==> config.mk <==
export PLATFORM = sky130hd
export DESIGN_NAME = pdt_timer
export DESIGN_NICKNAME = d
export VERILOG_FILES = /design/src/verilog/pdt_pkg.sv /design/src/verilog/pdt_prescaler.sv /design/src/verilog/pdt_timer.sv
export SDC_FILE = /design/constraint.sdc
export NUM_CORES = 1
export LEC_CHECK = 0
export BUFFER_PORTS_ARGS = -buffer_cell sky130_fd_sc_hd__buf_2
export CORE_ASPECT_RATIO = 1.25
export CORE_MARGIN = 3
export CORE_UTILIZATION = 40
export CTS_CLUSTER_DIAMETER = 30
export DETAILED_ROUTE_END_ITERATION = 8
export GPL_TIMING_DRIVEN = 0
export PLACE_DENSITY = 0.74
export SLEW_MARGIN = 15
export SYNTH_ARGS = -nofsm -noshare
export SYNTH_HDL_FRONTEND = slang
export SYNTH_HIERARCHICAL = 1
export SYNTH_SLANG_ARGS = --single-unit
==> constraint.sdc <==
create_clock -name clk -period 2.03 [get_ports clk]
set_input_delay 0.203 -clock clk [delete_from_list [all_inputs] [get_ports clk]]
set_output_delay 0.203 -clock clk [all_outputs]
set_load 0.02 [all_outputs]
==> src/verilog/pdt_pkg.sv <==
/*
 * Shared definitions of the periodic down timer: register map, field
 * positions, reset values, timing counts and the register bus carrier.
 * Assumes a single 250 MHz clock domain and a synchronous active-high reset.
 */
package pdt_pkg;

  // ****************************************************************
  // Register bus
  // ****************************************************************
  localparam int ADDR_W = 8;
  localparam int DATA_W = 32;
  localparam int CNT_W  = 16;

  // Request from the register bus master, one cycle per access
  typedef struct packed {
    logic [ADDR_W-1:0] addr;
    logic [DATA_W-1:0] wdata;
    logic              wr;
    logic              rd;
  } pdt_bus_req_t;

  // ****************************************************************
  // Register offsets (byte addresses, one word each)
  // ****************************************************************
  localparam logic [ADDR_W-1:0] OFS_CONFIG  = 8'h00; // periodic_config_register
  localparam logic [ADDR_W-1:0] OFS_PRELOAD = 8'h04; // countdown_preload
  localparam logic [ADDR_W-1:0] OFS_COUNT   = 8'h08; // live_count_value, read only
  localparam logic [ADDR_W-1:0] OFS_STATUS  = 8'h0c; // interrupt_status_register
  localparam logic [ADDR_W-1:0] OFS_CLEAR   = 8'h10; // write-one-to-clear, write only
  localparam logic [ADDR_W-1:0] OFS_ENABLE  = 8'h14; // wrap_irq_enable

  // ****************************************************************
  // Field positions and reset values
  // ****************************************************************
  localparam int BIT_RUN_EN   = 0; // run enable in config
  localparam int BIT_WRAP     = 0; // wrap_event_flag in status, clear and enable
  localparam logic [CNT_W-1:0] PRELOAD_RST = 16'hffff;
  localparam logic [CNT_W-1:0] COUNT_RST   = 16'hffff;
  localparam logic [CNT_W-1:0] COUNT_WRAP  = 16'hffff;
  localparam logic [CNT_W-1:0] COUNT_ZERO  = 16'h0000;

  // ****************************************************************
  // Timing
  // ****************************************************************
  localparam int CLK_PERIOD_NS = 4;
  localparam int TICK_TIME_US  = 100;
  localparam int TICK_CYCLES   = (TICK_TIME_US * 1000) / CLK_PERIOD_NS;

endpackage

==> src/verilog/pdt_prescaler.sv <==
/*
 * Prescaler of the periodic down timer: one-cycle tick every TICK_CYCLES
 * clocks while running. Assumes run and restart come from the same clock.
 */
`timescale 1ns/1ps
module pdt_prescaler import pdt_pkg::*; #(
  parameter int TICK_CYCLES_P = TICK_CYCLES
) (
  // Clock and reset
  input  wire logic clk,
  input  wire logic rst,
  // Control
  input  wire logic run,
  input  wire logic restart,
  // Tick out
  output logic      tick
);

  localparam int PW = $clog2(TICK_CYCLES_P + 1);
  localparam logic [PW-1:0] LAST = PW'(TICK_CYCLES_P - 1);

  typedef struct packed {
    logic [PW-1:0] cnt;
    logic          tick;
  } pdt_pre_state_t;

  pdt_pre_state_t st_reg;
  pdt_pre_state_t st_next;

  // Count clocks, restart from zero on request or while stopped
  always_comb begin
    st_next      = st_reg;
    st_next.tick = 1'b0;
    if (!run || restart) begin
      st_next.cnt = '0;
    end else if (st_reg.cnt == LAST) begin
      st_next.cnt  = '0;
      st_next.tick = 1'b1;
    end else begin
      st_next.cnt = st_reg.cnt + PW'(1);
    end
  end

  // State register
  always_ff @(posedge clk) begin
    if (rst) begin
      st_reg <= '0;
    end else begin
      st_reg <= st_next;
    end
  end

  assign tick = st_reg.tick;

endmodule // pdt_prescaler

==> src/verilog/pdt_timer.sv <==
/*
 * Periodic down timer: a 16-bit counter stepping down once per 100 us,
 * wrapping from zero to all ones with a sticky wrap flag, set only while
 * wrap_irq_enable is set, and a level interrupt, reached over a plain register port.
 * Assumes the bus master keeps strobes one cycle long and never both at
 * once, and that all inputs come from logic on the same clock.
 */
// The placing of the registers and the strobed register port were decided locally.
`timescale 1ns/1ps
module pdt_timer import pdt_pkg::*; #(
  parameter int TICK_CYCLES_P = TICK_CYCLES
) (
  // Clock and reset
  input  wire logic              clk,
  input  wire logic              rst,
  // Register port
  input  wire pdt_bus_req_t      bus_req,
  output logic [DATA_W-1:0]      rd_data,
  // Interrupt
  output logic                   irq
);

  // ****************************************************************
  // State
  // ****************************************************************

  typedef struct packed {
    logic              run_en;    // Run enable bit
    logic              irq_en;    // wrap_irq_enable
    logic [CNT_W-1:0]  preload;   // countdown_preload
    logic [CNT_W-1:0]  count;     // live_count_value
    logic              wrap_flag; // wrap_event_flag
    logic [DATA_W-1:0] rdata;     // Read data, valid one cycle after strobe
  } pdt_state_t;

  pdt_state_t st_reg;
  pdt_state_t st_next;

  logic tick;
  logic restart;

  // ****************************************************************
  // Helpers
  // ****************************************************************

  // Write strobe aimed at one register
  function automatic logic wr_hit(input pdt_bus_req_t req,
                                  input logic [ADDR_W-1:0] ofs);
    wr_hit = req.wr && (req.addr == ofs);
  endfunction

  // Read strobe aimed at one register
  function automatic logic rd_hit(input pdt_bus_req_t req,
                                  input logic [ADDR_W-1:0] ofs);
    rd_hit = req.rd && (req.addr == ofs);
  endfunction

  // Place a narrow value in the low bits of a read word
  function automatic logic [DATA_W-1:0] low16(input logic [CNT_W-1:0] v);
    low16 = {{(DATA_W-CNT_W){1'b0}}, v};
  endfunction

  // Place a single bit at a field position of a read word
  function automatic logic [DATA_W-1:0] bit_at(input logic b, input int pos);
    logic [DATA_W-1:0] w;
    w      = '0;
    w[pos] = b;
    bit_at = w;
  endfunction

  // ****************************************************************
  // Control decode
  // ****************************************************************

  logic cfg_wr;
  logic pre_wr;
  logic run_wdata;
  logic run_rise;
  logic run_fall;
  logic wrap_clr;
  logic wrap_evt;

  // Run enable edges seen at the config write
  assign cfg_wr    = wr_hit(bus_req, OFS_CONFIG);
  assign pre_wr    = wr_hit(bus_req, OFS_PRELOAD);
  assign run_wdata = bus_req.wdata[BIT_RUN_EN];
  assign run_rise  = cfg_wr && run_wdata && !st_reg.run_en;
  assign run_fall  = cfg_wr && !run_wdata && st_reg.run_en;

  // Clear by a one in the clear register or in the status register
  assign wrap_clr = (wr_hit(bus_req, OFS_CLEAR) || wr_hit(bus_req, OFS_STATUS))
                    && bus_req.wdata[BIT_WRAP];

  // Wrap happens on a tick while running with the count at zero
  assign wrap_evt = st_reg.run_en && tick && (st_reg.count == COUNT_ZERO);

  // Prescaler starts over on enable and on a preload while running
  assign restart = run_rise || (pre_wr && st_reg.run_en);

  // ****************************************************************
  // Prescaler
  // ****************************************************************

  // 100 us tick from the 250 MHz clock
  pdt_prescaler #(
    .TICK_CYCLES_P (TICK_CYCLES_P)
  ) u_prescaler (
    .clk     (clk),
    .rst     (rst),
    .run     (st_reg.run_en),
    .restart (restart),
    .tick    (tick)
  );

  // ****************************************************************
  // Next state
  // ****************************************************************

  // Registers, counter, flag and read data
  always_comb begin
    st_next       = st_reg;
    st_next.rdata = '0;

    // Config: run enable
    if (cfg_wr) begin
      st_next.run_en = run_wdata;
    end

    // Interrupt enable register
    if (wr_hit(bus_req, OFS_ENABLE)) begin
      st_next.irq_en = bus_req.wdata[BIT_WRAP];
    end

    // Preload: any time, and back to all ones on disable
    if (pre_wr) begin
      st_next.preload = bus_req.wdata[CNT_W-1:0];
    end else if (run_fall) begin
      st_next.preload = PRELOAD_RST;
    end

    // Counter
    if (run_rise) begin
      st_next.count = st_reg.preload;
    end else if (pre_wr && st_reg.run_en) begin
      st_next.count = bus_req.wdata[CNT_W-1:0];
    end else if (st_reg.run_en && tick) begin
      if (st_reg.count == COUNT_ZERO) begin
        st_next.count = COUNT_WRAP;
      end else begin
        st_next.count = st_reg.count - CNT_W'(1);
      end
    end

    // Sticky flag; a wrap in the clearing cycle wins
    if (wrap_evt && st_reg.irq_en) begin
      st_next.wrap_flag = 1'b1;
    end else if (wrap_clr) begin
      st_next.wrap_flag = 1'b0;
    end

    // Read mux; write-only and unmapped offsets read zero
    if (rd_hit(bus_req, OFS_CONFIG)) begin
      st_next.rdata = bit_at(st_reg.run_en, BIT_RUN_EN);
    end else if (rd_hit(bus_req, OFS_PRELOAD)) begin
      st_next.rdata = low16(st_reg.preload);
    end else if (rd_hit(bus_req, OFS_COUNT)) begin
      st_next.rdata = low16(st_reg.count);
    end else if (rd_hit(bus_req, OFS_STATUS)) begin
      st_next.rdata = bit_at(st_reg.wrap_flag, BIT_WRAP);
    end else if (rd_hit(bus_req, OFS_ENABLE)) begin
      st_next.rdata = bit_at(st_reg.irq_en, BIT_WRAP);
    end
  end

  // ****************************************************************
  // State register
  // ****************************************************************

  // Reset values of all state
  always_ff @(posedge clk) begin
    if (rst) begin
      st_reg.run_en    <= 1'b0;
      st_reg.irq_en    <= 1'b0;
      st_reg.preload   <= PRELOAD_RST;
      st_reg.count     <= COUNT_RST;
      st_reg.wrap_flag <= 1'b0;
      st_reg.rdata     <= '0;
    end else begin
      st_reg <= st_next;
    end
  end

  // ****************************************************************
  // Outputs
  // ****************************************************************

  // Read data and level interrupt
  assign rd_data = st_reg.rdata;
  assign irq     = st_reg.wrap_flag && st_reg.irq_en;

endmodule // pdt_timer

==> impl_metrics.csv, run 1 <==
group,metric,value,unit
clock_network,cts_buffer_depth,2,
clock_network,clock_latency,0.34,ns
sta,min_period,2.00,ns
synthesis,synthCells,409,
synthesis,synth_edf_count,0,
finish,area.growth.synth_to_final,19.8,%
synthesis,synthesis.area,3520,um2
clock_network,htree_levels,3,
sta,fin_ws,0.0341,ns
placement,dpl-instance-area,3950,um2
placement,dp_slack,-0.532,ns
placement,gp_congestion,0.920,
clock_network,cts_made_buffers,9,
route,drtAntennaViolNets,0,
critical_path,crit_chain,"or4_4, nand4b_1, and2_1, a221oi_1, a211o_1",
global_route,busiest_layer,"met2",
sta,finalMaxSlewViolations,0,
clock_network,root_buffer,"clkbuf_8",
global_route,met3_usage,4.55,%
route,first_pass_iters,5,
floorplanning,dieHeight,111,um
critical_path,worstPathMaxFanout,7,
global_route,grtUsageMet2,31.3,%
critical_path,critPathSlowestCell,"or4_4",
floorplanning,coreArea,8430,um2
placement,dpl.hpwl,6.31,mm
floorplanning,rows,37,
finish,n_antenna_cell,0,
global_route,use_met1,20.2,%
route,drt_iter0_markers,236,
floorplanning,start_util,41.8,%
global_route,grt_max_degree,13,
global_route,antenna_found_initial,0,
placement,dp_cells,585,
synthesis,ys_types,56,
sta,report.final.hold_viol_count,0,
critical_path,slowest_delay,0.60,ns
clock_network,clock_sinks,67,
synthesis,synth_warnings,6,
pwr,p_total,2.52,mW
finish,instances_no_fill,602,
sta,rsz0062_at_grt,"yes",
pwr,p_per_area,596,nW/um2
finish,postLayoutCellArea,4220,um2
sta,fin_skew,0.00835,ns
finish,fillers,828,
finish,layout-drive-gt1-share,27.2,%
synthesis,ys_ff_latch,67,
critical_path,crit_type,"register to register",
placement,port_buffers,44,
worst_hold_path,hp-class,"primary input to register",
pwr,p_leak,1.64,nW
global_route,grt_pass1_vias,3169,
finish,postLayoutCoreUtil,50.1,%
floorplanning,ios,77,
critical_path,crit_required,2.32,ns
sta,clock.fmax,501,MHz
sta,tightest_slew,0.602,ns
critical_path,worstPathArrival,2.28,ns
synthesis,ys_seq_area_share,38.1,%
floorplanning,die-area,9980,um2
sta,finalSetupViolCount,0,
clock_network,clk_pin_slew,0.08,ns
sta,min_period_over_period,98.3,%
synthesis,synth_flop_cell,"dfxtp_1",
synthesis,syn_avg_cell_area,8.61,um2
global_route,grt_overflow,0,
route,drc,0,
route,wl_per_cell,14.9,um
clock_network,cts_tree,"done",
critical_path,endpoint_kind,"register",
global_route,track_usage,17.7,%
flow_run,max-cap-violations,0,
route,vias,3255,
floorplanning,die_w,89.9,um
route,wl,8.99,mm
global_route,grt_first_pass_wirelength,14.6,mm
synthesis,async_reset_ff_share,0,%
status,status,"finished clean",
finish,largest_register_ffs,35,
pwr,peakVddDrop,0.290,mV
route,viasPerCell,5.41,
finish,nets,527,
critical_path,cp-start-kind,"register",
sta,relSlewSlack,59.3,%
[cells in the final DEF (no fill, tap or decap), drive strengths merged, types with 5 or more instances in the layout]
cell    synthesis  routed
a22oi          18      18
nor4            6       6
a221oi          6       6
or4             6       6
or3             5       5
o22ai          31      31
xnor2           6       6
a21oi          12      12
clkbuf         20      26
conb            1      16
nand3          14      14
nor3            5       5
nor2           52      52
a32oi           6       6
nand2b         18      18
buf            38      88
xor2           11      11
inv            10      11
o31ai           5       5
nand4           7       7
o32a            5       5
nand2          16      16
o21ai           7       7
dfxtp          67      67
[metrics by stage]
stage / hold slack, ns / TNS [ns]
floorplan: 0.331 / 0
global placement: 0.428 / -9.07
detailed placement: 0.440 / -10.86
CTS: 0.0822 / -0.00376
global route: 0.0872 / -0.216
finish: 0.0882 / 0
[worst max-delay path: cells and delay by family, from the launching register on]
| family | cells | cell delay, ns |
|---|---|---|
| and+or+nand+nor | 3 | 1.08 |
| DFF | 1 | 0.38 |
| AOI/OAI and AO/OA | 2 | 0.47 |
[final cells by class]
class	count	area, um2	area share, %
multi-input combinational	289	1880	44.5
sequential	67	1350	31.9
buffer	52	353	8.36
timing repair buffer	51	270	6.40
clock buffer	11	151	3.59
tap	117	146	3.47
inverter	10	40.0	0.949
clock inverter	5	36.3	0.860
[synthesized netlist by cell type (all sizes together) (7+ instances only)]
cell | number | area (um2)
a21oi | 12 | 71.3
a22oi | 18 | 135
buf | 38 | 305
clkbuf | 20 | 75.1
dfxtp | 67 | 1340
inv | 10 | 40.0
nand2 | 16 | 60.1
nand2b | 18 | 113
nand3 | 14 | 82.6
nand4 | 7 | 43.8
nor2 | 52 | 195
o21ai | 7 | 35.0
o22ai | 31 | 194
xor2 | 11 | 96.3
[power by group]
part | switching (mW) | internal, mW
registers | 0.000911 | 1.31
clock network | 0.537 | 0.512
logic | 0.0916 | 0.0623
total | 0.630 | 1.89
[kinds of logic after synthesis]
family                   count (synthesis)  synth area share [%]
multiplexers                             2                 0.568
XOR/XNOR                                17                  4.23
AO/OA/AOI/OAI                          102                  21.4
other                                    1                 0.106
adder cells (fa/ha/maj)                  3                  1.07
buffers and inverters                   68                  11.9
AND/OR/NAND/NOR                        149                  22.6
flip-flops                              67                  38.1
[timing repair]
item,CTS,global route
buffers inserted,6,0
cloned,1,0
setup endpoints to repair,26,37
pin swaps,1,3
hold buffers,0,0
gates resized for setup,6,11
[metal layers]
metal	up-vias	share of wire (%)
met4	0	2.8
met5	-	0
met3	26	6.5
li1	1603	-
met1	1500	41
met2	126	49
[final timing paths]
check	start	depth (start not counted)	slack [ns]	to
setup / recovery	st_reg[41]	5	0.03	st_reg[33]
hold / removal	bus_req[13]	3	0.09	st_reg[60]
setup reg to reg	st_reg[41]	5	0.03	st_reg[33]
hold reg to reg	u_prescaler/st_reg[1]	1	0.45	u_prescaler/st_reg[1]
Power figures use the tool's default switching activity.
==> run 2: changes to the inputs <==
--- a/config.mk
+++ b/config.mk
@@ -6,13 +6,15 @@
 export NUM_CORES = 1
 export LEC_CHECK = 0
 export BUFFER_PORTS_ARGS = -buffer_cell sky130_fd_sc_hd__buf_2
+export CELL_PAD_IN_SITES_DETAIL_PLACEMENT = 2
+export CELL_PAD_IN_SITES_GLOBAL_PLACEMENT = 2
 export CORE_ASPECT_RATIO = 1.25
 export CORE_MARGIN = 3
-export CORE_UTILIZATION = 40
+export CORE_UTILIZATION = 29
 export CTS_CLUSTER_DIAMETER = 30
 export DETAILED_ROUTE_END_ITERATION = 8
 export GPL_TIMING_DRIVEN = 0
-export PLACE_DENSITY = 0.74
+export PLACE_DENSITY = 0.86
 export SLEW_MARGIN = 15
 export SYNTH_ARGS = -nofsm -noshare
 export SYNTH_HDL_FRONTEND = slang
==> impl_metrics.csv, run 2 (synthesized netlist as in run 1, its figures left out) <==
group,metric,value,unit
status,status,"complete, but fails checks",
status,violations,"setup timing",
route,viasPerCell,5.36,
placement,dpl.hpwl,8.37,mm
finish,n_antenna_cell,0,
critical_path,crit_required,2.24,ns
sta,clock.fmax,491,MHz
critical_path,endpoint_kind,"register",
sta,min_period_over_period,100,%
clock_network,htree_levels,3,
sta,finalMaxSlewViolations,0,
route,wl_per_cell,20.1,um
clock_network,root_buffer,"clkbuf_16",
finish,multi_input_area,1960,um2
pwr,peakVddDrop,0.375,mV
route,drtAntennaViolNets,0,
clock_network,clk_pin_slew,0.05,ns
global_route,grt_overflow,0,
clock_network,cts_tree,"done",
pwr,p_leak,1.75,nW
worst_hold_path,worst_hold_path.endpoint,"st_reg[58]",
placement,gp_congestion,0.845,
global_route,grt_max_degree,12,
route,drt_iter0_markers,102,
sta,whs,0.106,ns
global_route,antenna_found_initial,0,
critical_path,critPathSlowestCell,"or3b_4",
finish,postLayoutCoreUtil,38.4,%
floorplanning,dieHeight,129,um
sta,rsz0062_at_grt,"yes",
finish,final_cell_mix,"61 x dfxtp_1, 50 x nor2_1, 46 x buf_2",
flow_run,max-cap-violations,0,
route,drc,0,
global_route,grt_pass1_vias,3782,
finish,seqCellArea,1350,um2
floorplanning,rows,44,
sta,report.final.hold_viol_count,0,
floorplanning,die_w,105,um
finish,area.growth.synth_to_final,27.9,%
critical_path,critPathBufInv,3,
sta,finalSetupViolCount,2,
finish,fillers,1307,
critical_path,slowest_delay,0.40,ns
pwr,p_per_area,665,nW/um2
critical_path,r2r_start,"st_reg[66]",
floorplanning,die-area,13500,um2
finish,largest_register_ffs,35,
global_route,track_usage,19.9,%
critical_path,crit_path_frequent_cell,"buf_6",
sta,tightest_slew,0.690,ns
worst_hold_path,worstHoldStart,"bus_req[11]",
clock_network,clock_latency,0.34,ns
worst_hold_path,whs_path_depth,3,
floorplanning,coreArea,11700,um2
finish,nets,531,
critical_path,r2r_end,"st_reg[38]",
critical_path,cp-start-kind,"register",
critical_path,crit_chain,"or3b_4, a2111o_1, buf_6, inv_6, a21oi_4, buf_6, a221oi_2, o31ai_1",
sta,min_period,2.04,ns
clock_network,cts_buffer_depth,2,
sta,relSlewSlack,54.0,%
critical_path,reg2regPathDepth,8,
route,wl,13.0,mm
route,vias,3475,
critical_path,crit_type,"register to register",
route,first_pass_iters,4,
floorplanning,start_util,30.0,%
global_route,grt_first_pass_wirelength,21.0,mm
critical_path,rrSetupSlack,-0.008,ns
finish,final_common_cell,"dfxtp_1",
finish,layout-drive-gt1-share,32.2,%
clock_network,clock_sinks,67,
critical_path,worstPathMaxFanout,6,
critical_path,worstPathArrival,2.25,ns
pwr,p_total,3.00,mW
sta,fin_ws,-0.00781,ns
clock_network,cts_made_buffers,9,
placement,port_buffers,44,
floorplanning,ios,77,
critical_path,crit_family,"compound AO/OA/AOI/OAI gates",
sta,fin_skew,0.0100,ns
worst_hold_path,hp-class,"primary input to register",
-- run 2: changes by cell type in the layout (fill, tap and decap cells not counted), sizes merged --
cell | before | now
clkbuf | 26 | 27
buf | 88 | 93
clkinv | 1 | 0
inv | 11 | 10
clkinvlp | 3 | 1
-- run 2: per-stage QoR --
stage	setup WS (ns)	instance area (um2)	instances	setup TNS (ns)
after floorplan	0.0113	3580	424	0
after global placement	-0.622	4000	629	-12.83
after detailed placement	-0.694	4000	629	-15.41
after CTS	-0.0867	4450	650	-0.576
after global routing	-0.0845	4510	648	-0.276
final	-0.00781	4510	648	-0.00882
-- run 2: per-layer routing --
metal / GRT usage [%] / up-vias / part of all wire [%]
met4: 7.80 / 0 / 2.5
met2: 36.8 / 70 / 54
met1: 22.2 / 1777 / 40
met5: 0 / - / 0
met3: 4.43 / 23 / 3.1
li1: - / 1605 / -
-- run 2: worst reg2reg max path: stages (launching register included) --
cell and delay, ns:
dfxtp_4 0.35, or3b_4 0.40, a2111o_1 0.38, buf_6 0.15
inv_6 0.06, a21oi_4 0.06, buf_6 0.16, a221oi_2 0.26
o31ai_1 0.10
-- run 2: report_power, final --
| group | total (mW) | internal, mW | switching (mW) |
|---|---|---|---|
| clock | 1.51 | 0.946 | 0.564 |
| combinational | 0.170 | 0.0658 | 0.104 |
| sequential | 1.32 | 1.32 | 0.00115 |
| total | 3.00 | 2.33 | 0.669 |
-- run 2: worst max-delay path by stage --
stage          cells past startpoint   startpoint  slack [ns]          to
2_1_floorplan                      9   st_reg[66]        0.01  st_reg[37]
3_3_place_gp                       7  bus_req[37]       -0.62  st_reg[49]
3_5_place_dp                       7  bus_req[37]       -0.69  st_reg[52]
4_1_cts                            9   st_reg[66]       -0.09  st_reg[37]
5_1_grt                            8   st_reg[66]       -0.08  st_reg[38]
6_report                           8   st_reg[66]      -0.008  st_reg[38]
-- run 2: repair_timing --
item                                    CTS  global route
cloned                                    1             0
hold buffers                              0             0
endpoints found under the setup margin   37            47
resized for setup                        23            23
pin swaps                                 8             9
hold endpoints to repair                  0             0
setup buffers                            10             1
-- run 2: area by class of cell --
| cell class | instances | share of cell area, % |
|---|---|---|
| Inverter | 10 | 0.944 |
| Multi-Input combinational cell | 289 | 43.5 |
| Timing Repair Buffer | 56 | 6.91 |
| Buffer | 51 | 7.83 |
| Tap cell | 161 | 4.47 |
| Sequential cell | 67 | 30.0 |
| Clock buffer | 13 | 6.22 |
| Clock inverter | 1 | 0.167 |
==> run 3: changes to the inputs <==
--- a/config.mk
+++ b/config.mk
@@ -6,15 +6,15 @@
 export NUM_CORES = 1
 export LEC_CHECK = 0
 export BUFFER_PORTS_ARGS = -buffer_cell sky130_fd_sc_hd__buf_2
-export CELL_PAD_IN_SITES_DETAIL_PLACEMENT = 2
-export CELL_PAD_IN_SITES_GLOBAL_PLACEMENT = 2
+export CELL_PAD_IN_SITES_DETAIL_PLACEMENT = 1
+export CELL_PAD_IN_SITES_GLOBAL_PLACEMENT = 1
 export CORE_ASPECT_RATIO = 1.25
 export CORE_MARGIN = 3
-export CORE_UTILIZATION = 29
+export CORE_UTILIZATION = 40
 export CTS_CLUSTER_DIAMETER = 30
 export DETAILED_ROUTE_END_ITERATION = 8
 export GPL_TIMING_DRIVEN = 0
-export PLACE_DENSITY = 0.86
+export PLACE_DENSITY = 0.89
 export SLEW_MARGIN = 15
 export SYNTH_ARGS = -nofsm -noshare
 export SYNTH_HDL_FRONTEND = slang
==> constraint.sdc (replaced) <==
create_clock -name clk -period 2 [get_ports clk]
set_input_delay 0.2 -clock clk [delete_from_list [all_inputs] [get_ports clk]]
set_output_delay 0.2 -clock clk [all_outputs]
set_load 0.02 [all_outputs]
==> impl_metrics.csv, run 3 (synthesized netlist as in run 1, its figures left out) <==
group,metric,value,unit
status,status,"complete, but fails checks",
status,violations,"setup timing",
finish,nets,532,
floorplanning,rows,37,
floorplanning,dieHeight,111,um
sta,min_period,2.02,ns
critical_path,crit_type,"register to register",
finish,fillers,1056,
worst_hold_path,worstHoldStart,"bus_req[10]",
pwr,p_leak,1.68,nW
pwr,p_total,2.66,mW
critical_path,reg2regPathDepth,8,
clock_network,clk_pin_slew,0.08,ns
clock_network,clock_latency,0.34,ns
clock_network,clock_sinks,67,
sta,rsz0062_at_grt,"yes",
global_route,grt_pass1_vias,3495,
sta,min_period_over_period,101,%
global_route,grt_max_degree,13,
global_route,antenna_found_initial,0,
global_route,grtUsageMet2,37.6,%
placement,dpl.hpwl,7.22,mm
floorplanning,die_w,89.9,um
clock_network,root_buffer,"clkbuf_8",
sta,report.final.hold_viol_count,0,
finish,final_common_cell,"dfxtp_1",
route,drt_iter0_markers,200,
finish,final_cell_mix,"63 x dfxtp_1, 51 x nor2_1, 46 x buf_2",
global_route,track_usage,20.5,%
finish,seqCellArea,1350,um2
sta,fin_skew,0.00689,ns
sta,relSlewSlack,57.6,%
finish,multi_input_area,1930,um2
sta,tightest_slew,0.633,ns
sta,fin_ws,-0.0228,ns
route,wl_per_cell,17.3,um
floorplanning,ios,77,
route,vias,3392,
critical_path,crit_required,2.23,ns
critical_path,worstPathArrival,2.25,ns
critical_path,endpoint_kind,"register",
clock_network,cts_tree,"done",
global_route,grt_first_pass_wirelength,16.9,mm
placement,dp_cells,585,
pwr,peakVddDrop,0.324,mV
critical_path,r2r_end,"st_reg[37]",
global_route,grt_overflow,0,
critical_path,worstPathMaxFanout,7,
global_route,use_met1,22.9,%
route,viasPerCell,5.59,
sta,finalSetupViolCount,2,
sta,clock.fmax,494,MHz
route,wl,10.5,mm
finish,largest_register_ffs,35,
floorplanning,start_util,41.8,%
critical_path,cp-start-kind,"register",
placement,port_buffers,44,
clock_network,htree_levels,3,
clock_network,cts_made_buffers,9,
route,first_pass_iters,4,
finish,n_antenna_cell,0,
finish,instances_no_fill,607,
route,drc,0,
pwr,p_per_area,612,nW/um2
global_route,busiest_layer,"met2",
floorplanning,coreArea,8430,um2
flow_run,max-cap-violations,0,
finish,postLayoutCoreUtil,51.5,%
global_route,met3_usage,4.75,%
clock_network,cts_buffer_depth,2,
sta,finalMaxSlewViolations,0,
critical_path,rrSetupSlack,-0.02,ns
worst_hold_path,worst_hold_path.endpoint,"st_reg[57]",
finish,area.growth.synth_to_final,23.2,%
placement,gp_congestion,0.911,
route,drtAntennaViolNets,0,
worst_hold_path,hp-class,"primary input to register",
worst_hold_path,whs_path_depth,3,
critical_path,r2r_start,"st_reg[66]",
floorplanning,die-area,9980,um2
clock_network,cts-hold-fix-buffers,0,
finish,layout-drive-gt1-share,30.8,%
-- run 3: cell types whose count changed in the layout (fill, tap and decap cells not counted), sizes merged --
cell	previous run	this run
clkbuf	27	24
clkinv	0	2
buf	93	94
bufinv	0	1
clkinvlp	1	2
inv	10	11
-- run 3: metrics by stage --
step                      worst slack (ns)  instance area [um2]  setup TNS [ns]  hold WS [ns]
after floorplan                    -0.0187                 3580         -0.0561         0.328
after global placement              -0.556                 3950          -11.70         0.427
after detailed placement            -0.672                 3950          -14.41         0.443
after CTS                          -0.0728                 4250          -0.157        0.0804
after global routing               -0.0919                 4340          -0.963        0.0939
final                              -0.0228                 4340         -0.0435        0.0887
-- run 3: worst max-delay path: stages (launching register included) --
cell and delay [ns]:
dfxtp_4 0.35, or3b_4 0.38, a2111o_1 0.40, buf_6 0.15, inv_4 0.06, a21oi_4 0.06, buf_6 0.16, a221oi_4 0.27
o31ai_1 0.10
-- run 3: worst max-delay path by stage --
stage	endpoint	startpoint	slack, ns
final	st_reg[37]	st_reg[66]	-0.02
after global routing	st_reg[37]	st_reg[66]	-0.09
after CTS	st_reg[37]	st_reg[66]	-0.07
after detailed placement	st_reg[55]	bus_req[37]	-0.67
after global placement	st_reg[49]	bus_req[37]	-0.56
after floorplan	st_reg[37]	st_reg[66]	-0.02
-- run 3: layout make-up --
type | count | area share [%]
inverter | 10 | 0.923
timing repair buffer | 57 | 7.44
tap | 117 | 3.37
multi-input combinational | 289 | 44.5
clock buffer | 10 | 3.17
buffer | 51 | 8.07
sequential | 67 | 31.1
clock inverter | 6 | 1.47
-- run 3: power by group --
group | total, mW | internal [mW] | switching, mW
Combinational | 0.160 | 0.0637 | 0.0968
Sequential | 1.33 | 1.33 | 0.00112
Clock | 1.16 | 0.610 | 0.553
-- run 3: what timing repair did --
| item | in CTS | in global routing |
|---|---|---|
| gates resized for setup | 14 | 19 |
| endpoints found under the setup margin | 45 | 46 |
| endpoints found under the hold margin | 0 | 0 |
| pin swaps | 6 | 7 |
| gates cloned | 1 | 0 |
| buffers inserted | 8 | 4 |
-- run 3: routing by layer --
metal | wire length, um | part of all wire [%]
met1 | 4350 | 41
met2 | 5410 | 51
met5 | 0 | 0
met4 | 277 | 2.6
met3 | 482 | 4.6
